`src/design/mhp_pkg.sv`:
```
// Package for the memory port hot-plug controller: register map, field
// layout, port states and timer constants shared by the controller, the timer and the test files.
// Assumes a 125 MHz APB clock.
package mhp_pkg;

  localparam int unsigned NUM_PORTS = 4;
  localparam int unsigned CLK_HZ    = 125_000_000;

  // Hot-plug timer tick of 12.5 ms; the interval register counts ticks.
  localparam int unsigned TICK_US     = 12_500;
  localparam int unsigned TICK_CYCLES = CLK_HZ / 1_000_000 * TICK_US;
  localparam int unsigned TICK_W      = 21;
  // 1 tick is 12.5 ms, 1000 ticks are 12.5 s.
  localparam logic [9:0] TIMER_MIN_TICKS = 10'h001;
  localparam logic [9:0] TIMER_MAX_TICKS = 10'h3E8;
  // Blink half period of the power LED, in hot-plug ticks.
  localparam logic [5:0] BLINK_TICKS = 6'h28;

  // Register byte offsets.
  localparam logic [7:0] OFS_CTRL0   = 8'h00; // port_hotplug_ctrl_reg, 4 ea
  localparam logic [7:0] OFS_STAT0   = 8'h10; // port_status_reg, 4 each
  localparam logic [7:0] OFS_TIMER   = 8'h20; // hotplug_interval_timer
  localparam logic [7:0] OFS_DCCTRL  = 8'h24; // dir_cache_ctrl_reg
  localparam logic [7:0] OFS_DCSTAT  = 8'h28; // dir_cache_status_reg
  localparam logic [7:0] OFS_MODE    = 8'h2C; // redundancy mode

  // Status event bit positions.
  localparam int unsigned EV_BRIDGE = 0;
  localparam int unsigned EV_LATCH  = 1;
  localparam int unsigned EV_BUTTON = 2;
  localparam int unsigned EV_FAILED = 3;
  localparam int unsigned EV_PRES   = 4;
  localparam int unsigned EV_PFAULT = 5;
  localparam int unsigned NUM_EV    = 6;
  localparam int unsigned STATE_LSB = 8;

  // Control field positions.
  localparam int unsigned CTL_PLED_LSB = 0;  // 2 bits
  localparam int unsigned CTL_ALED     = 2;
  localparam int unsigned CTL_PWROFF   = 3;
  localparam int unsigned CTL_NEXT_LSB = 4;  // 4 bits
  localparam int unsigned CTL_NEXT_VLD = 8;  // write strobe for next state
  localparam int unsigned CTL_IEN_LSB  = 16; // 6 bits
  localparam logic [31:0] CTL_RESET    = 32'h0000_0001;

  typedef enum logic [1:0] {
    MHP_LED_OFF = 2'h0, MHP_LED_ON = 2'h1, MHP_LED_BLINK = 2'h2
  } mhp_led_e;

  typedef enum logic [3:0] {
    MHP_ST_RESET     = 4'h0, MHP_ST_READY    = 4'h1,
    MHP_ST_ACTIVE    = 4'h2, MHP_ST_DISABLED = 4'h3,
    MHP_ST_REDUNDANT = 4'h4, MHP_ST_FAILOVER = 4'h5,
    MHP_ST_REC_RESET = 4'h6
  } mhp_port_state_e;

  typedef enum logic [1:0] {
    MHP_MODE_NORMAL = 2'h0, MHP_MODE_MIRROR = 2'h1, MHP_MODE_RAID = 2'h2
  } mhp_mode_e;

  // Pin-side signals of one slot.
  typedef struct packed {
    logic bridge_alert;
    logic latch_open;
    logic button;
    logic present;
    logic power_fault;
    logic fatal_err;
  } mhp_slot_in_s;

  typedef struct packed {
    logic green_led;
    logic amber_led;
    logic slot_power_en;
    logic port_reset;
  } mhp_slot_out_s;

endpackage : mhp_pkg

```
`src/design/mhp_ctrl.sv`:
```
// Memory port hot-plug controller: per-port event flags, control bits,
// the shared interval timer, the directory-cache flush handshake and the
// hot-plug interrupt. Assumes an APB master on pclk and slot pins that
// are asynchronous to pclk; the flush engine sits outside.
`timescale 1ns/1ns

// Summary of operation
// A bridge in-band alert sets the port bridge-event flag and interrupts.
// Latch change, presence change and power fault set flags and interrupt.
// Port entering disabled sets port-failed flag, only in mirror or RAID.
// A fatal port error in a redundant mode switches that port to fail-over; the code does so only from the active or redundant port state.
// An attention button press sets the button-event flag and interrupts.
// Timer interval expiry sets the timer-expired flag and interrupts.
// One shared timer, interval 12.5 ms to 12.5 s.
// Writing the flush bit starts a directory-cache flush.
// Flush completion sets the flush-done status bit.
// Software polls flush-done about every 25 ms using the timer.
// Software resets the port after flush, then power off, then LED off.
// Writing reset into a port's next-state field puts the port in reset.
// In redundant modes software writes recovery-reset, not plain reset.
// Setting the slot power control bit switches slot power off.
// Power LED control gives off, on and blinking on the green LED.
// Attention LED control switches the amber LED on or off.
// Software removes a redundant port by writing the disabled state.
// Second button press within the interval cancels removal, by software.
// One hot-plug operation at a time; per-port interrupt enable masks.
// Flags hold until written one; interrupt is OR of enabled set flags.
// A new event on a set flag keeps it set and is never lost.
module mhp_ctrl
  import mhp_pkg::*;
#(
  parameter int unsigned NP       = NUM_PORTS,
  parameter int unsigned TICK_CYC = TICK_CYCLES
) (
  // Clock and reset
  input  wire logic                pclk,
  input  wire logic                presetn,
  // APB slave
  input  wire logic                psel,
  input  wire logic                penable,
  input  wire logic                pwrite,
  input  wire logic [7:0]          paddr,
  input  wire logic [31:0]         pwdata,
  output logic      [31:0]         prdata,
  output logic                     pready,
  output logic                     pslverr,
  // Slot pins
  input  wire mhp_slot_in_s [NP-1:0] slot_in,
  output mhp_slot_out_s     [NP-1:0] slot_out,
  // Directory-cache flush engine
  output logic                     dc_flush_start,
  input  wire logic                dc_flush_done,
  // Interrupt
  output logic                     hotplug_irq_out
);
  localparam int unsigned SW = $bits(mhp_slot_in_s);

  logic [31:0]        ctrl_q [NP];
  logic [NUM_EV-1:0]  flag_q [NP];
  mhp_port_state_e    pstate_q [NP];
  mhp_slot_in_s [NP-1:0] pin_s;
  mhp_slot_in_s [NP-1:0] prev_q;
  logic [9:0]         tmr_ticks_q;
  logic               tmr_flag_q;
  logic               tmr_ien_q;
  logic               flush_busy_q;
  logic               flush_done_q;
  mhp_mode_e          mode_q;
  logic               blink_q;
  logic [5:0]         blink_cnt_q;
  logic               tick;
  logic               tmr_run;
  logic               tmr_exp;
  logic               wr;
  logic               rd_ok;
  logic [NP-1:0]      irq_port;
  logic               redundant;

  assign wr        = psel && penable && pwrite;
  assign pready    = 1'b1;
  assign redundant = (mode_q == MHP_MODE_MIRROR) || (mode_q == MHP_MODE_RAID);

  mhp_sync #(.W(NP * SW)) u_sync (
    .pclk    (pclk),
    .presetn (presetn),
    .async_i (slot_in),
    .sync_o  (pin_s)
  );

  mhp_timer #(.TICK_CYC(TICK_CYC)) u_timer (
    .pclk      (pclk),
    .presetn   (presetn),
    .start_i   (wr && (paddr == OFS_TIMER)),
    .ticks_i   (pwdata[9:0]),
    .tick_o    (tick),
    .running_o (tmr_run),
    .expired_o (tmr_exp)
  );

  // Blink source for the green LED, derived from the shared tick.
  always_ff @(posedge pclk or negedge presetn) begin
    if (!presetn) begin
      blink_q     <= 1'b0;
      blink_cnt_q <= '0;
    end else if (tick) begin
      if (blink_cnt_q == BLINK_TICKS - 6'h01) begin
        blink_cnt_q <= '0;
        blink_q     <= ~blink_q;
      end else begin
        blink_cnt_q <= blink_cnt_q + 6'h01;
      end
    end
  end

  // Global registers: timer interval, mode and flush handshake.
  always_ff @(posedge pclk or negedge presetn) begin
    if (!presetn) begin
      tmr_ticks_q  <= TIMER_MIN_TICKS;
      tmr_flag_q   <= 1'b0;
      tmr_ien_q    <= 1'b0;
      mode_q       <= MHP_MODE_NORMAL;
      flush_busy_q <= 1'b0;
      flush_done_q <= 1'b0;
    end else begin
      if (wr && paddr == OFS_TIMER) begin
        tmr_ticks_q <= pwdata[9:0];
        tmr_ien_q   <= pwdata[16];
      end
      // Expiry wins over a same-cycle write-one clear.
      if (tmr_exp) begin
        tmr_flag_q <= 1'b1;
      end else if (wr && paddr == OFS_TIMER && pwdata[31]) begin
        tmr_flag_q <= 1'b0;
      end
      if (wr && paddr == OFS_MODE) begin
        mode_q <= mhp_mode_e'(pwdata[1:0]);
      end
      if (wr && paddr == OFS_DCCTRL && pwdata[0] && !flush_busy_q) begin
        flush_busy_q <= 1'b1;
        flush_done_q <= 1'b0;
      end else if (flush_busy_q && dc_flush_done) begin
        flush_busy_q <= 1'b0;
        flush_done_q <= 1'b1;
      end
    end
  end

  assign dc_flush_start = wr && paddr == OFS_DCCTRL && pwdata[0]
                          && !flush_busy_q;

  for (genvar p = 0; p < NP; p++) begin : g_port
    logic [NUM_EV-1:0] ev;
    logic              wr_ctl;
    logic              wr_st;
    logic              fail_now;

    assign wr_ctl = wr && (paddr == OFS_CTRL0 + 8'(4 * p));
    assign wr_st  = wr && (paddr == OFS_STAT0 + 8'(4 * p));
    assign fail_now = redundant && pin_s[p].fatal_err
                      && !prev_q[p].fatal_err
                      && (pstate_q[p] == MHP_ST_REDUNDANT ||
                          pstate_q[p] == MHP_ST_ACTIVE);

    always_comb begin
      ev = '0;
      ev[EV_BRIDGE] = pin_s[p].bridge_alert && !prev_q[p].bridge_alert;
      ev[EV_LATCH]  = pin_s[p].latch_open != prev_q[p].latch_open;
      ev[EV_PRES]   = pin_s[p].present != prev_q[p].present;
      ev[EV_PFAULT] = pin_s[p].power_fault && !prev_q[p].power_fault;
      ev[EV_BUTTON] = pin_s[p].button && !prev_q[p].button;
      // Only redundant modes report a port dropping to disabled.
      ev[EV_FAILED] = redundant && (fail_now ||
                      (wr_ctl && pwdata[CTL_NEXT_VLD] &&
                       pwdata[CTL_NEXT_LSB +: 4] == MHP_ST_DISABLED));
    end

    always_ff @(posedge pclk or negedge presetn) begin
      if (!presetn) begin
        prev_q[p] <= '0;
      end else begin
        prev_q[p] <= pin_s[p];
      end
    end

    // Set has priority over the write-one clear.
    always_ff @(posedge pclk or negedge presetn) begin
      if (!presetn) begin
        flag_q[p] <= '0;
      end else begin
        flag_q[p] <= ev | (flag_q[p] & ~(wr_st ? pwdata[NUM_EV-1:0]
                                             : '0));
      end
    end

    always_ff @(posedge pclk or negedge presetn) begin
      if (!presetn) begin
        ctrl_q[p]   <= CTL_RESET;
        pstate_q[p] <= MHP_ST_RESET;
      end else begin
        if (wr_ctl) begin
          // The next-state strobe in bit 8 is not stored.
          ctrl_q[p] <= {10'h000, pwdata[21:16], 8'h00, pwdata[7:0]};
        end
        if (fail_now) begin
          pstate_q[p] <= MHP_ST_FAILOVER;
        end else if (wr_ctl && pwdata[CTL_NEXT_VLD]) begin
          pstate_q[p] <= mhp_port_state_e'(pwdata[CTL_NEXT_LSB +: 4]);
        end
      end
    end

    // Port reset covers both plain and recovery reset.
    always_ff @(posedge pclk or negedge presetn) begin
      if (!presetn) begin
        slot_out[p] <= '{green_led: 1'b0, amber_led: 1'b0,
                         slot_power_en: 1'b0, port_reset: 1'b1};
      end else begin
        slot_out[p].port_reset <= pstate_q[p] == MHP_ST_RESET ||
                                  pstate_q[p] == MHP_ST_REC_RESET;
        slot_out[p].slot_power_en <= !ctrl_q[p][CTL_PWROFF];
        slot_out[p].amber_led <= ctrl_q[p][CTL_ALED];
        unique case (mhp_led_e'(ctrl_q[p][CTL_PLED_LSB +: 2]))
          MHP_LED_ON:    slot_out[p].green_led <= 1'b1;
          MHP_LED_BLINK: slot_out[p].green_led <= blink_q;
          default:       slot_out[p].green_led <= 1'b0;
        endcase
      end
    end

    // Per-port enables hold off events of ports not being serviced.
    assign irq_port[p] = |(flag_q[p] &
                           ctrl_q[p][CTL_IEN_LSB +: NUM_EV]);
  end

  assign hotplug_irq_out = (|irq_port) || (tmr_flag_q && tmr_ien_q);

  // Read mux; unmapped addresses read zero with pslverr.
  always_comb begin
    prdata = '0;
    rd_ok  = 1'b1;
    if (paddr < OFS_STAT0 && paddr[1:0] == 2'b00) begin
      prdata = ctrl_q[paddr[3:2]];
    end else if (paddr < OFS_TIMER && paddr[1:0] == 2'b00) begin
      prdata = {20'h0_0000, pstate_q[paddr[3:2]], 2'b00, flag_q[paddr[3:2]]};
    end else if (paddr == OFS_TIMER) begin
      prdata = {tmr_flag_q, 13'h0000, tmr_run, tmr_ien_q, 6'h00, tmr_ticks_q};
    end else if (paddr == OFS_DCCTRL) begin
      prdata = {31'h0000_0000, flush_busy_q};
    end else if (paddr == OFS_DCSTAT) begin
      prdata = {31'h0000_0000, flush_done_q};
    end else if (paddr == OFS_MODE) begin
      prdata = {30'h0000_0000, mode_q};
    end else begin
      rd_ok = 1'b0;
    end
  end

  assign pslverr = psel && penable && !rd_ok;

endmodule : mhp_ctrl

```
`src/design/mhp_sync.sv`:
```
// Two-stage synchroniser for a vector of asynchronous pin levels.
// Assumes the inputs are slow levels with no bus-wide coherency need.
`timescale 1ns/1ns
module mhp_sync #(
  parameter int unsigned W = 1
) (
  // Clock and reset
  input  wire logic         pclk,
  input  wire logic         presetn,
  // Data
  input  wire logic [W-1:0] async_i,
  output logic      [W-1:0] sync_o
);
  logic [W-1:0] meta_q;

  always_ff @(posedge pclk or negedge presetn) begin
    if (!presetn) begin
      meta_q <= '0;
      sync_o <= '0;
    end else begin
      meta_q <= async_i;
      sync_o <= meta_q;
    end
  end
endmodule : mhp_sync

```
`src/design/mhp_timer.sv`:
```
// Shared hot-plug interval timer: a 12.5 ms tick divider and a tick
// counter that pulses expiry once the programmed interval has passed.
// Assumes one clock; start restarts the count.
`timescale 1ns/1ns
module mhp_timer
  import mhp_pkg::*;
#(
  parameter int unsigned TICK_CYC = TICK_CYCLES
) (
  // Clock and reset
  input  wire logic       pclk,
  input  wire logic       presetn,
  // Control
  input  wire logic       start_i,
  input  wire logic [9:0] ticks_i,
  // Status
  output logic            tick_o,
  output logic            running_o,
  output logic            expired_o
);
  logic [TICK_W-1:0] div_q;
  logic [9:0]        cnt_q;

  always_ff @(posedge pclk or negedge presetn) begin
    if (!presetn) begin
      div_q  <= '0;
      tick_o <= 1'b0;
    end else begin
      tick_o <= (div_q == TICK_W'(TICK_CYC - 1));
      if (div_q == TICK_W'(TICK_CYC - 1)) begin
        div_q <= '0;
      end else begin
        div_q <= div_q + 1'b1;
      end
    end
  end

  // Interval is clamped into 12.5 ms .. 12.5 s.
  always_ff @(posedge pclk or negedge presetn) begin
    if (!presetn) begin
      cnt_q     <= '0;
      running_o <= 1'b0;
      expired_o <= 1'b0;
    end else begin
      expired_o <= 1'b0;
      if (start_i) begin
        running_o <= 1'b1;
        cnt_q <= (ticks_i < TIMER_MIN_TICKS) ? TIMER_MIN_TICKS :
                 (ticks_i > TIMER_MAX_TICKS) ? TIMER_MAX_TICKS : ticks_i;
      end else if (running_o && tick_o) begin
        if (cnt_q == 10'h001) begin
          running_o <= 1'b0;
          expired_o <= 1'b1;
        end
        cnt_q <= cnt_q - 1'b1;
      end
    end
  end
endmodule : mhp_timer

```
`config.mk`:
```
export PLATFORM = sky130hd
export DESIGN_NAME = mhp_ctrl
export DESIGN_NICKNAME = d
export VERILOG_FILES = /design/src/design/mhp_pkg.sv /design/src/design/mhp_ctrl.sv /design/src/design/mhp_sync.sv /design/src/design/mhp_timer.sv
export SDC_FILE = /design/constraint.sdc
export NUM_CORES = 1
export LEC_CHECK = 0
export ABC_AREA = 1
export BUFFER_PORTS_ARGS = -buffer_cell sky130_fd_sc_hd__clkbuf_2
export CAP_MARGIN = 15
export CORE_MARGIN = 2
export CORE_UTILIZATION = 61
export DETAILED_ROUTE_END_ITERATION = 8
export PLACE_DENSITY = 0.83
export SLEW_MARGIN = 20
export SYNTH_ARGS = -nofsm -noshare
export SYNTH_HDL_FRONTEND = slang
export SYNTH_SLANG_ARGS = --single-unit
```
`constraint.sdc`:
```
create_clock -name pclk -period 3.3 [get_ports pclk]
set_clock_uncertainty 0.15 [all_clocks]
set_input_delay 0.495 -clock pclk [delete_from_list [all_inputs] [get_ports pclk]]
set_output_delay 0.495 -clock pclk [all_outputs]
set_load 0.03 [all_outputs]
```
Word-level counts from Yosys, hierarchy flattened --
Cells that the tools add are included.
Word-level totals: input port bits 70, word-level logic and storage cells 304, flip-flop bits (word level) 241, output and inout bits 52
Cells by class: magnitude comparators 5, equality and inequality tests 45, add/sub/neg operators 3, reduce and logical (&&, ||, !) cells 111, bitwise logic cells 18, multiplexer cells 55
Operator list (count):
- 32-bit 2-to-1 mux | 5
- 32-bit binary-select mux with 2-bit select | 1
- 1-bit logical AND | 58
- 6-bit bitwise AND | 8
- 6-bit 2-to-1 mux | 7
- 10-bit 2-to-1 mux | 4
- 4-bit 2-to-1 mux | 10
- 4-bit by 3-bit equality test with 1-bit output, second input constant | 8
- 8-bit by 5-bit equality test with 1-bit output, second input constant | 4
- 8-bit by 6-bit equality test with 1-bit output, second input constant | 4
- 6-bit NOT | 4
- 6-bit OR | 4
- 24-bit OR reduction | 1
- 1-bit zero test | 22
- 21-bit by 1-bit adder with 21-bit output, second input constant | 1
- 21-bit equality test, second input constant | 1
- 21-bit 2-to-1 mux | 1
- 4-bit by 2-bit equality test with 1-bit output, second input constant | 5
- 1-bit 2-to-1 mux | 18
- 8-bit by 4-bit equality test with 1-bit output, second input constant | 2
- 4-bit zero test | 4
- 2-bit nonzero test | 8
- 1-bit logical OR | 14
- 6-bit binary-select mux with 2-bit select | 1
- 21 further kinds | 42

Logic depth before layout (Yosys ltp) --
Gate-level depths: netlist of the first run.
word-level depth 9, depth in mapped cells 10, depth with buffers taken out 10

By module --
Synthesis of the first run repeated with hierarchy kept, for this count alone.
Second synthesis, totals: cell total of the unflattened synthesis 1223, area total of the unflattened synthesis 10724.0 um^2
By module, submodules not included:
- mhp_ctrl | sequential area each 3990.1 um^2, instances 1, cells an instance 880, area each 7457.2 um^2
- mhp_timer | sequential area each 850.8 um^2, instances 1, cells an instance 295, area each 2065.7 um^2
- mhp_sync | sequential area each 1201.2 um^2, instances 1, cells an instance 48, area each 1201.2 um^2

Least setup slack after synthesis of the first run --
No wires, ideal clock.
kind input to output, start point input paddr[7], end point output prdata[8], stages on the path 7, slack 0.683 ns, arrival 1.972 ns, required time 2.655 ns, buffers on the path 0, cell sequence nor2_1 nand2_1 nor2_1 inv_1 nor2_1 inv_1 o21ai_0
Between the ends: longest elaborated chain between the ends 4, elaborated cells between the ends (all ways) 8, those cells by class order compare: 2; eq/ne: 1; mux: 3; reduce/logical: 2
Ends and longest elaborated chain:
- start: declaration | line mhp_ctrl.sv:42 | input wire logic [7:0] paddr,
- 8-bit by 6-bit less-than comparator with 1-bit output / 8-bit by 6-bit equality test with 1-bit output (equally long branches) | line mhp_ctrl.sv:243, mhp_ctrl.sv:245
- 1-bit logical AND / 32-bit 2-to-1 mux (equally long branches) | line mhp_ctrl.sv:243, mhp_ctrl.sv:245
- 32-bit 2-to-1 mux | line mhp_ctrl.sv:243 | end else if (paddr < OFS_TIMER && paddr[1:0] == 2'b00) begin
- 32-bit 2-to-1 mux (*) | line mhp_ctrl.sv:241 | if (paddr < OFS_STAT0 && paddr[1:0] == 2'b00) begin
- end: declaration | line mhp_ctrl.sv:44 | output logic [31:0] prdata,
Every way passes the cells marked *; elsewhere a longest branch is shown, timed or not.

Worst setup path after layout of the first run --
Same ends and word-level chain as after synthesis.

==> results of run 1 <==
through the flow:
step / hold WS [ps] / utilization, % / total power, W
3_5_place_dp: 185 / 65.7 / 0.00343
5_1_grt: 31.1 / 71.9 / 0.00640
3_3_place_gp: 182 / 65.7 / 0.00342
6_report: 37.0 / 71.9 / 0.00619
4_1_cts: 23.9 / 71.9 / 0.00622
2_1_floorplan: 49.4 / - / 0.00327
worst max-delay path: cells and delay by family:
family | cells | cell delay (ps)
simple gates | 4 | 910
buf+inv | 4 | 580
compound gates | 1 | 220
layout by cell type (no fill, tap or decap), drive strengths merged:
cell           n
or2            2
clkbuf       128
buf           17
dfrtp        232
clkinv         5
o22ai         18
o21bai         1
and2           2
o21a           1
a22oi          5
a31oi          3
ha            12
a21oi         18
conb          14
a22o           3
a41oi          1
dfstp          9
clkinvlp       2
dlygate4sd3   25
xor2          12
mux2           1
nor4           1
nand2        358
o211ai         8
o21ai        118
nor2         122
bufinv         1
xnor2         12
inv          125
o2111ai        4
nand3         57
nor3           8
a21o           1
nand4         26
flip-flops by register name, summed over array words and instances, names as in the netlist:
name               count
u_timer.expired_o      1
prev_q                24
tmr_flag_q             1
flush_busy_q           1
tmr_ticks_q           10
slot_out              16
u_timer.cnt_q         10
u_timer.tick_o         1
mode_q                 2
tmr_ien_q              1
u_sync.meta_q         24
flag_q                24
u_timer.running_o      1
flush_done_q           1
blink_q                1
u_sync.sync_o         24
ctrl_q                56
blink_cnt_q            6
u_timer.div_q         21
pstate_q              16
power by group through the flow:
stage	registers [W]	clock network [W]	logic [W]
after global routing	0.00306	0.00295	0.000383
after detailed placement	0.00311	0	0.000321
after CTS	0.00306	0.00282	0.000348
final	0.00306	0.00279	0.000350
after floorplan	0.00310	0	0.000168
after global placement	0.00310	0	0.000315
cells by family after synthesis:
family,synth area share (%)
DFF,57.1
xor gates and xnor gates,1.99
and+or+nand+nor,22.6
buffers and inverters,7.06
other,0.0709
adders and majority gates,1.42
AOI/OAI and AO/OA,9.65
muxes,0.106
layout make-up:
type,instances,area (sq um),share of cell area [%]
inverters,125,470,3.82
flip-flops and latches,241,6040,49.1
clock inverters,8,85.1,0.691
clock buffers,37,741,6.02
multi-input cells,808,3840,31.2
well taps,225,282,2.29
repair buffers,133,853,6.93
per-layer routing:
layer  vias to the layer above  track usage [%]  share of wire [%]
li1                       4122                -                  -
met4                         0             14.8                4.7
met1                      4124             38.2                 39
met2                       514             47.1                 48
met5                         -                0                  0
met3                       102             4.68                8.7
repair_timing:
| item | 4_1_cts | 5_1_grt |
|---|---|---|
| buffers inserted | 0 | 0 |
| hold endpoints to repair | 95 | 0 |
| hold buffers | 25 | 0 |
| setup endpoints to repair | 0 | 0 |
worst min-delay path by stage:
stage,to,slack (ps),cells after the start
floorplan,blink_cnt_q[0]$_DFFE_PN0P_,50,0
global placement,u_sync.sync_o[23]$_DFF_PN0_,180,0
detailed placement,u_sync.sync_o[15]$_DFF_PN0_,180,0
CTS,flush_busy_q$_DFFE_PN0P_,20,2
global route,flush_busy_q$_DFFE_PN0P_,30,2
finish,flush_busy_q$_DFFE_PN0P_,40,2
==> run_results.csv, run 1 <==
group,metric,value,unit
run_status,status,"completed",
power,sw_frac_of_total,23.0,%
global_route,grt_pass1_vias,8482,
logic_synthesis,ys_seq_elements,241,
job,max-cap-violations,0,
power,pwr-share-seq,49.3,%
logic_synthesis,ys.flop_type,"dfrtp_1",
global_route,grt_pass1_wl,41600,um
clock_network,clock_path_buffers,3,
worst_setup_path,crit_path_cell_trace,"clkbuf_2 -> nor2_1 -> nand2_1 -> nor2_1 -> inv_1 -> nor2_1 -> inv_1 -> o21ai_0 -> clkbuf_2",
clock_network,clock_sinks,241,
placement,hpwl,18100,um
placement,dpl_cell_area,11200,sq um
logic_synthesis,yosysTopAreaCellShare,54.8,%
power,p_per_area,503,nW/um^2
logic_synthesis,synth_edf_count,0,
clock_network,postCtsResizedCells,0,
sta,fin_tns_setup,0,ps
logic_synthesis,synth_cells,1205,
logic_synthesis,yosys_warnings,0,
floorplanning,die_area,18400,sq um
finish,drive_above_1_share,13.7,%
min_path,min-delay-start,"dc_flush_done",
route,wl_per_cell,16.7,um
clock_network,clk_pin_slew,60,ps
floorplanning,die_height,136,um
worst_setup_path,endpoint,"prdata[8]",
floorplanning,placeableCoreArea,17100,sq um
route,ant_nets,0,
worst_setup_path,startpoint_type,"input port",
global_route,grt_start_max_net_pins,81,
power,p_leak,5.84,nW
floorplanning,dieWidth,136,um
worst_setup_path,crit_fanout,6,
route,first_pass_iters,6,
finish,final_area,12300,sq um
clock_network,tritoncts,"done",
global_route,grtUsageTotal,29.0,%
placement,placed_cells,1507,
floorplanning,io_pins,122,
worst_setup_path,r2r-end,"u_timer.div_q[10]$_DFF_PN0_",
logic_synthesis,async_flop_share,100,%
worst_setup_path,cp.required,2650,ps
route,initialDrtViolationCount,979,
finish,antennaDiodeCount,0,
logic_synthesis,yosys.area.top_type,"dfrtp_1",
worst_setup_path,r2r_slack,1000,ps
worst_setup_path,critPathLaunch,"paddr[7]",
placement,numPortBuffers,92,
worst_setup_path,path_common_cell,"nor2_1",
clock_network,cts_buffers,25,
finish,fill_cells,1239,
logic_synthesis,yosys-top-cells-area,"dfrtp_1 55%, nand2_1 13%, inv_1 4.3%, nor2_1 4.0%, o21ai_0 3.6%",
global_route,grt_overflow,0,
finish,final_nets,1416,
route,drt-vias-per-instance,5.62,
clock_network,clkLatencyLatePin,530,ps
logic_synthesis,synth_area_per_cell,8.78,sq um
worst_setup_path,r2r_cells,6,
power,power_frac_clock,45.0,%
floorplanning,fp-row-count,48,
power,p_int,0.00477,W
route,vias,8862,
logic_synthesis,synth_commonest_cells,"353 x nand2_1, 232 x dfrtp_1, 120 x inv_1",
sta,finalSetupViolCount,0,
global_route,antenna_found_initial,0,
route,drc_errors,0,
clock_network,root_buffer,"clkbuf_16",
power,p_comb_share,5.7,%
worst_setup_path,path_class,"in -> out",
sta,tightest_slew,942,ps
sta,relSlewSlack,36.9,%
clock_network,htree_levels,1,
route,wirelength,26300,um
logic_synthesis,synthDistinctLibCells,41,
worst_setup_path,max_stage_delay,400,ps
worst_setup_path,reg2reg_from,"u_timer.div_q[0]$_DFF_PN0_",
logic_synthesis,synth_most_common_cell,"nand2_1",
min_path,hold_class,"in -> reg",
worst_setup_path,cp.arrival,2210,ps
power,p_sw,0.00143,W
worst_setup_path,endpoint_kind,"primary output",
placement,preCtsSetupSlack,484,ps
power,ir_drop,0.463,mV
sta,maxClockFrequency,350,MHz
worst_setup_path,slowest_stage,"nor2_1",
sta,post-route-min-period,2860,ps
floorplanning,start_util,61.8,%
logic_synthesis,syn-cell-area,10600,sq um
finish,area_growth,16.3,%
sta,fin_crit_sh,86.5,%
finish,final_cells,1577,
sta,setup_slack,445,ps
sta,hold_viol,0,
sta,grt_setup_unrepaired,"no",
logic_synthesis,synth-seq-area-share,57.1,%
sta,finalMaxSlewViolations,0,
placement,place_congestion,0.941,
Power figures use the tool's default switching activity.
==> run 2, diff against run 1 <==
Settings changed: CORE_UTILIZATION 61 to 58, PLACE_DENSITY 0.83 to 0.79.
Clock period 3.3 ns to 2.8 ns, I/O delays scaled along.
==> run_results.csv, run 2 (synthesized netlist as in run 1, its figures left out) <==
group,metric,value,unit
global_route,grt_start_max_net_pins,87,
floorplanning,fp-row-count,49,
route,ant_nets,0,
clock_network,clock_path_buffers,3,
worst_setup_path,endpoint_kind,"primary output",
sta,finalMaxSlewViolations,0,
worst_setup_path,crit_path_cell_trace,"clkbuf_2 -> nor2_1 -> nand2_1 -> inv_1 -> nand2_2 -> inv_1 -> nand2_1 -> nand3_1 -> nand2_1 -> nand2_1 -> clkbuf_2",
placement,preCtsSetupSlack,198,ps
global_route,antenna_found_initial,0,
sta,maxClockFrequency,385,MHz
placement,hpwl,18200,um
min_path,hold_class,"in -> reg",
route,vias,8921,
worst_setup_path,r2r_slack,870,ps
finish,largest_reg_flops,56,
floorplanning,die_area,19300,sq um
sta,finalSetupViolCount,0,
clock_network,clock_sinks,241,
finish,area_growth,17.6,%
sta,hold_viol,0,
sta,fin_tns_setup,0,ps
finish,final_common_cell,"nand2_1",
global_route,grtUsageTotal,27.8,%
sta,tightest_slew,729,ps
floorplanning,dieWidth,139,um
finish,layout_common_cells,"353 x nand2_1, 232 x dfrtp_1, 120 x inv_1",
sta,fin_crit_sh,92.7,%
worst_setup_path,cp.required,2230,ps
route,drt-vias-per-instance,5.62,
job,max-cap-violations,0,
sta,post-route-min-period,2590,ps
worst_setup_path,path_class,"in -> out",
power,ir_drop,0.580,mV
clock_network,clkLatencyLatePin,530,ps
route,wirelength,26500,um
sta,fin_hold_ws,13.5,ps
placement,place_congestion,0.948,
run_status,status,"completed",
worst_setup_path,crit_fanout,8,
finish,multi_input_area,3840,sq um
worst_setup_path,startpoint_type,"input port",
global_route,grt_pass1_vias,8626,
floorplanning,die_height,139,um
global_route,grt_pass1_wl,43400,um
global_route,grt_overflow,0,
finish,final_nets,1422,
finish,regMostFlops,"ctrl_q",
route,first_pass_iters,5,
finish,drive_above_1_share,14.1,%
worst_setup_path,cp.arrival,2020,ps
clock_network,root_buffer,"clkbuf_16",
route,wl_per_cell,16.7,um
worst_setup_path,path_common_cell,"nand2_1",
power,p_leak,5.91,nW
clock_network,clk_pin_slew,60,ps
finish,seqCellArea,6040,sq um
floorplanning,placeableCoreArea,18000,sq um
route,drc_errors,0,
worst_setup_path,slowest_stage,"inv_1",
clock_network,postCtsResizedCells,0,
route,initialDrtViolationCount,883,
sta,setup_slack,206,ps
clock_network,tritoncts,"done",
sta,grt_setup_unrepaired,"no",
floorplanning,start_util,58.9,%
sta,relSlewSlack,50.9,%
finish,antennaDiodeCount,0,
finish,fill_cells,1383,
floorplanning,io_pins,122,
power,power,0.00750,W
clock_network,htree_levels,1,
worst_setup_path,max_stage_delay,260,ps
power,p_per_area,603,nW/um^2
placement,numPortBuffers,92,
clock_network,cts_buffers,25,
## run 2: cell count changes in the layout (fill, tap and decap cells not counted)
cell / change
clkinv_4: +1
clkinv_2: +1
buf_4: +2
clkbuf_8: -1
buf_12: +2
clkbuf_1: -2
dlygate4sd3_1: +2
bufinv_16: +2
## run 2: metal layers
| layer | track usage [%] | vias to the layer above | routed length (um) |
|---|---|---|---|
| li1 | - | 4114 | - |
| met1 | 37.3 | 4262 | 10700 |
| met2 | 45.2 | 445 | 12400 |
| met3 | 4.11 | 100 | 2130 |
| met4 | 13.0 | 0 | 1250 |
| met5 | 0 | - | 0 |
## run 2: power breakdown
group	internal [W]	switching [W]	total, W
clock	0.00209	0.00139	0.00348
sequential	0.00356	0.0000376	0.00360
combinational	0.000130	0.000292	0.000422
## run 2: layout make-up
class	count	area share, %
tap	229	2.30
timing repair buffer	139	7.46
clock inverter	12	1.28
sequential	241	48.5
inverter	125	3.78
multi-input combinational	808	30.9
clock buffer	34	5.78
## run 2: path summary, 6_finish.rpt
check / startpoint / end / cells after the start
worst max-delay path: paddr[2] / prdata[1] / 11
min in group asynchronous: presetn / u_sync.sync_o[6]$_DFF_PN0_ / 2
max in group asynchronous: presetn / ctrl_q[96]$_DFFE_PN1N_ / 3
worst min-delay path: pwdata[1] / u_timer.cnt_q[1]$_DFFE_PN0P_ / 3
worst max register to register: u_timer.div_q[0]$_DFF_PN0_ / u_timer.div_q[17]$_DFF_PN0_ / 7
worst min register to register: u_sync.meta_q[3]$_DFF_PN0_ / u_sync.sync_o[3]$_DFF_PN0_ / 0
## run 2: worst max-delay path, delay by kind of cell
kind,cells,cell delay [ps]
buffers and inverters,4,760
AND/OR/NAND/NOR,7,860
## run 2: timing repair
item | 4_1_cts | 5_1_grt
setup endpoints to repair | 0 | 0
setup buffers | 0 | 0
hold endpoints to repair | 87 | 0
hold buffers | 27 | 0
## run 2: stage by stage
stage / cell area (sq um) / std cells / utilization [%]
CTS: 12400 / 1588 / 69.3
finish: 12400 / 1588 / 69.3
detailed placement: 11300 / 1515 / 62.9
floorplan: 10600 / 1217 / -
global placement: 11300 / 1515 / 62.9
global route: 12400 / 1588 / 69.3
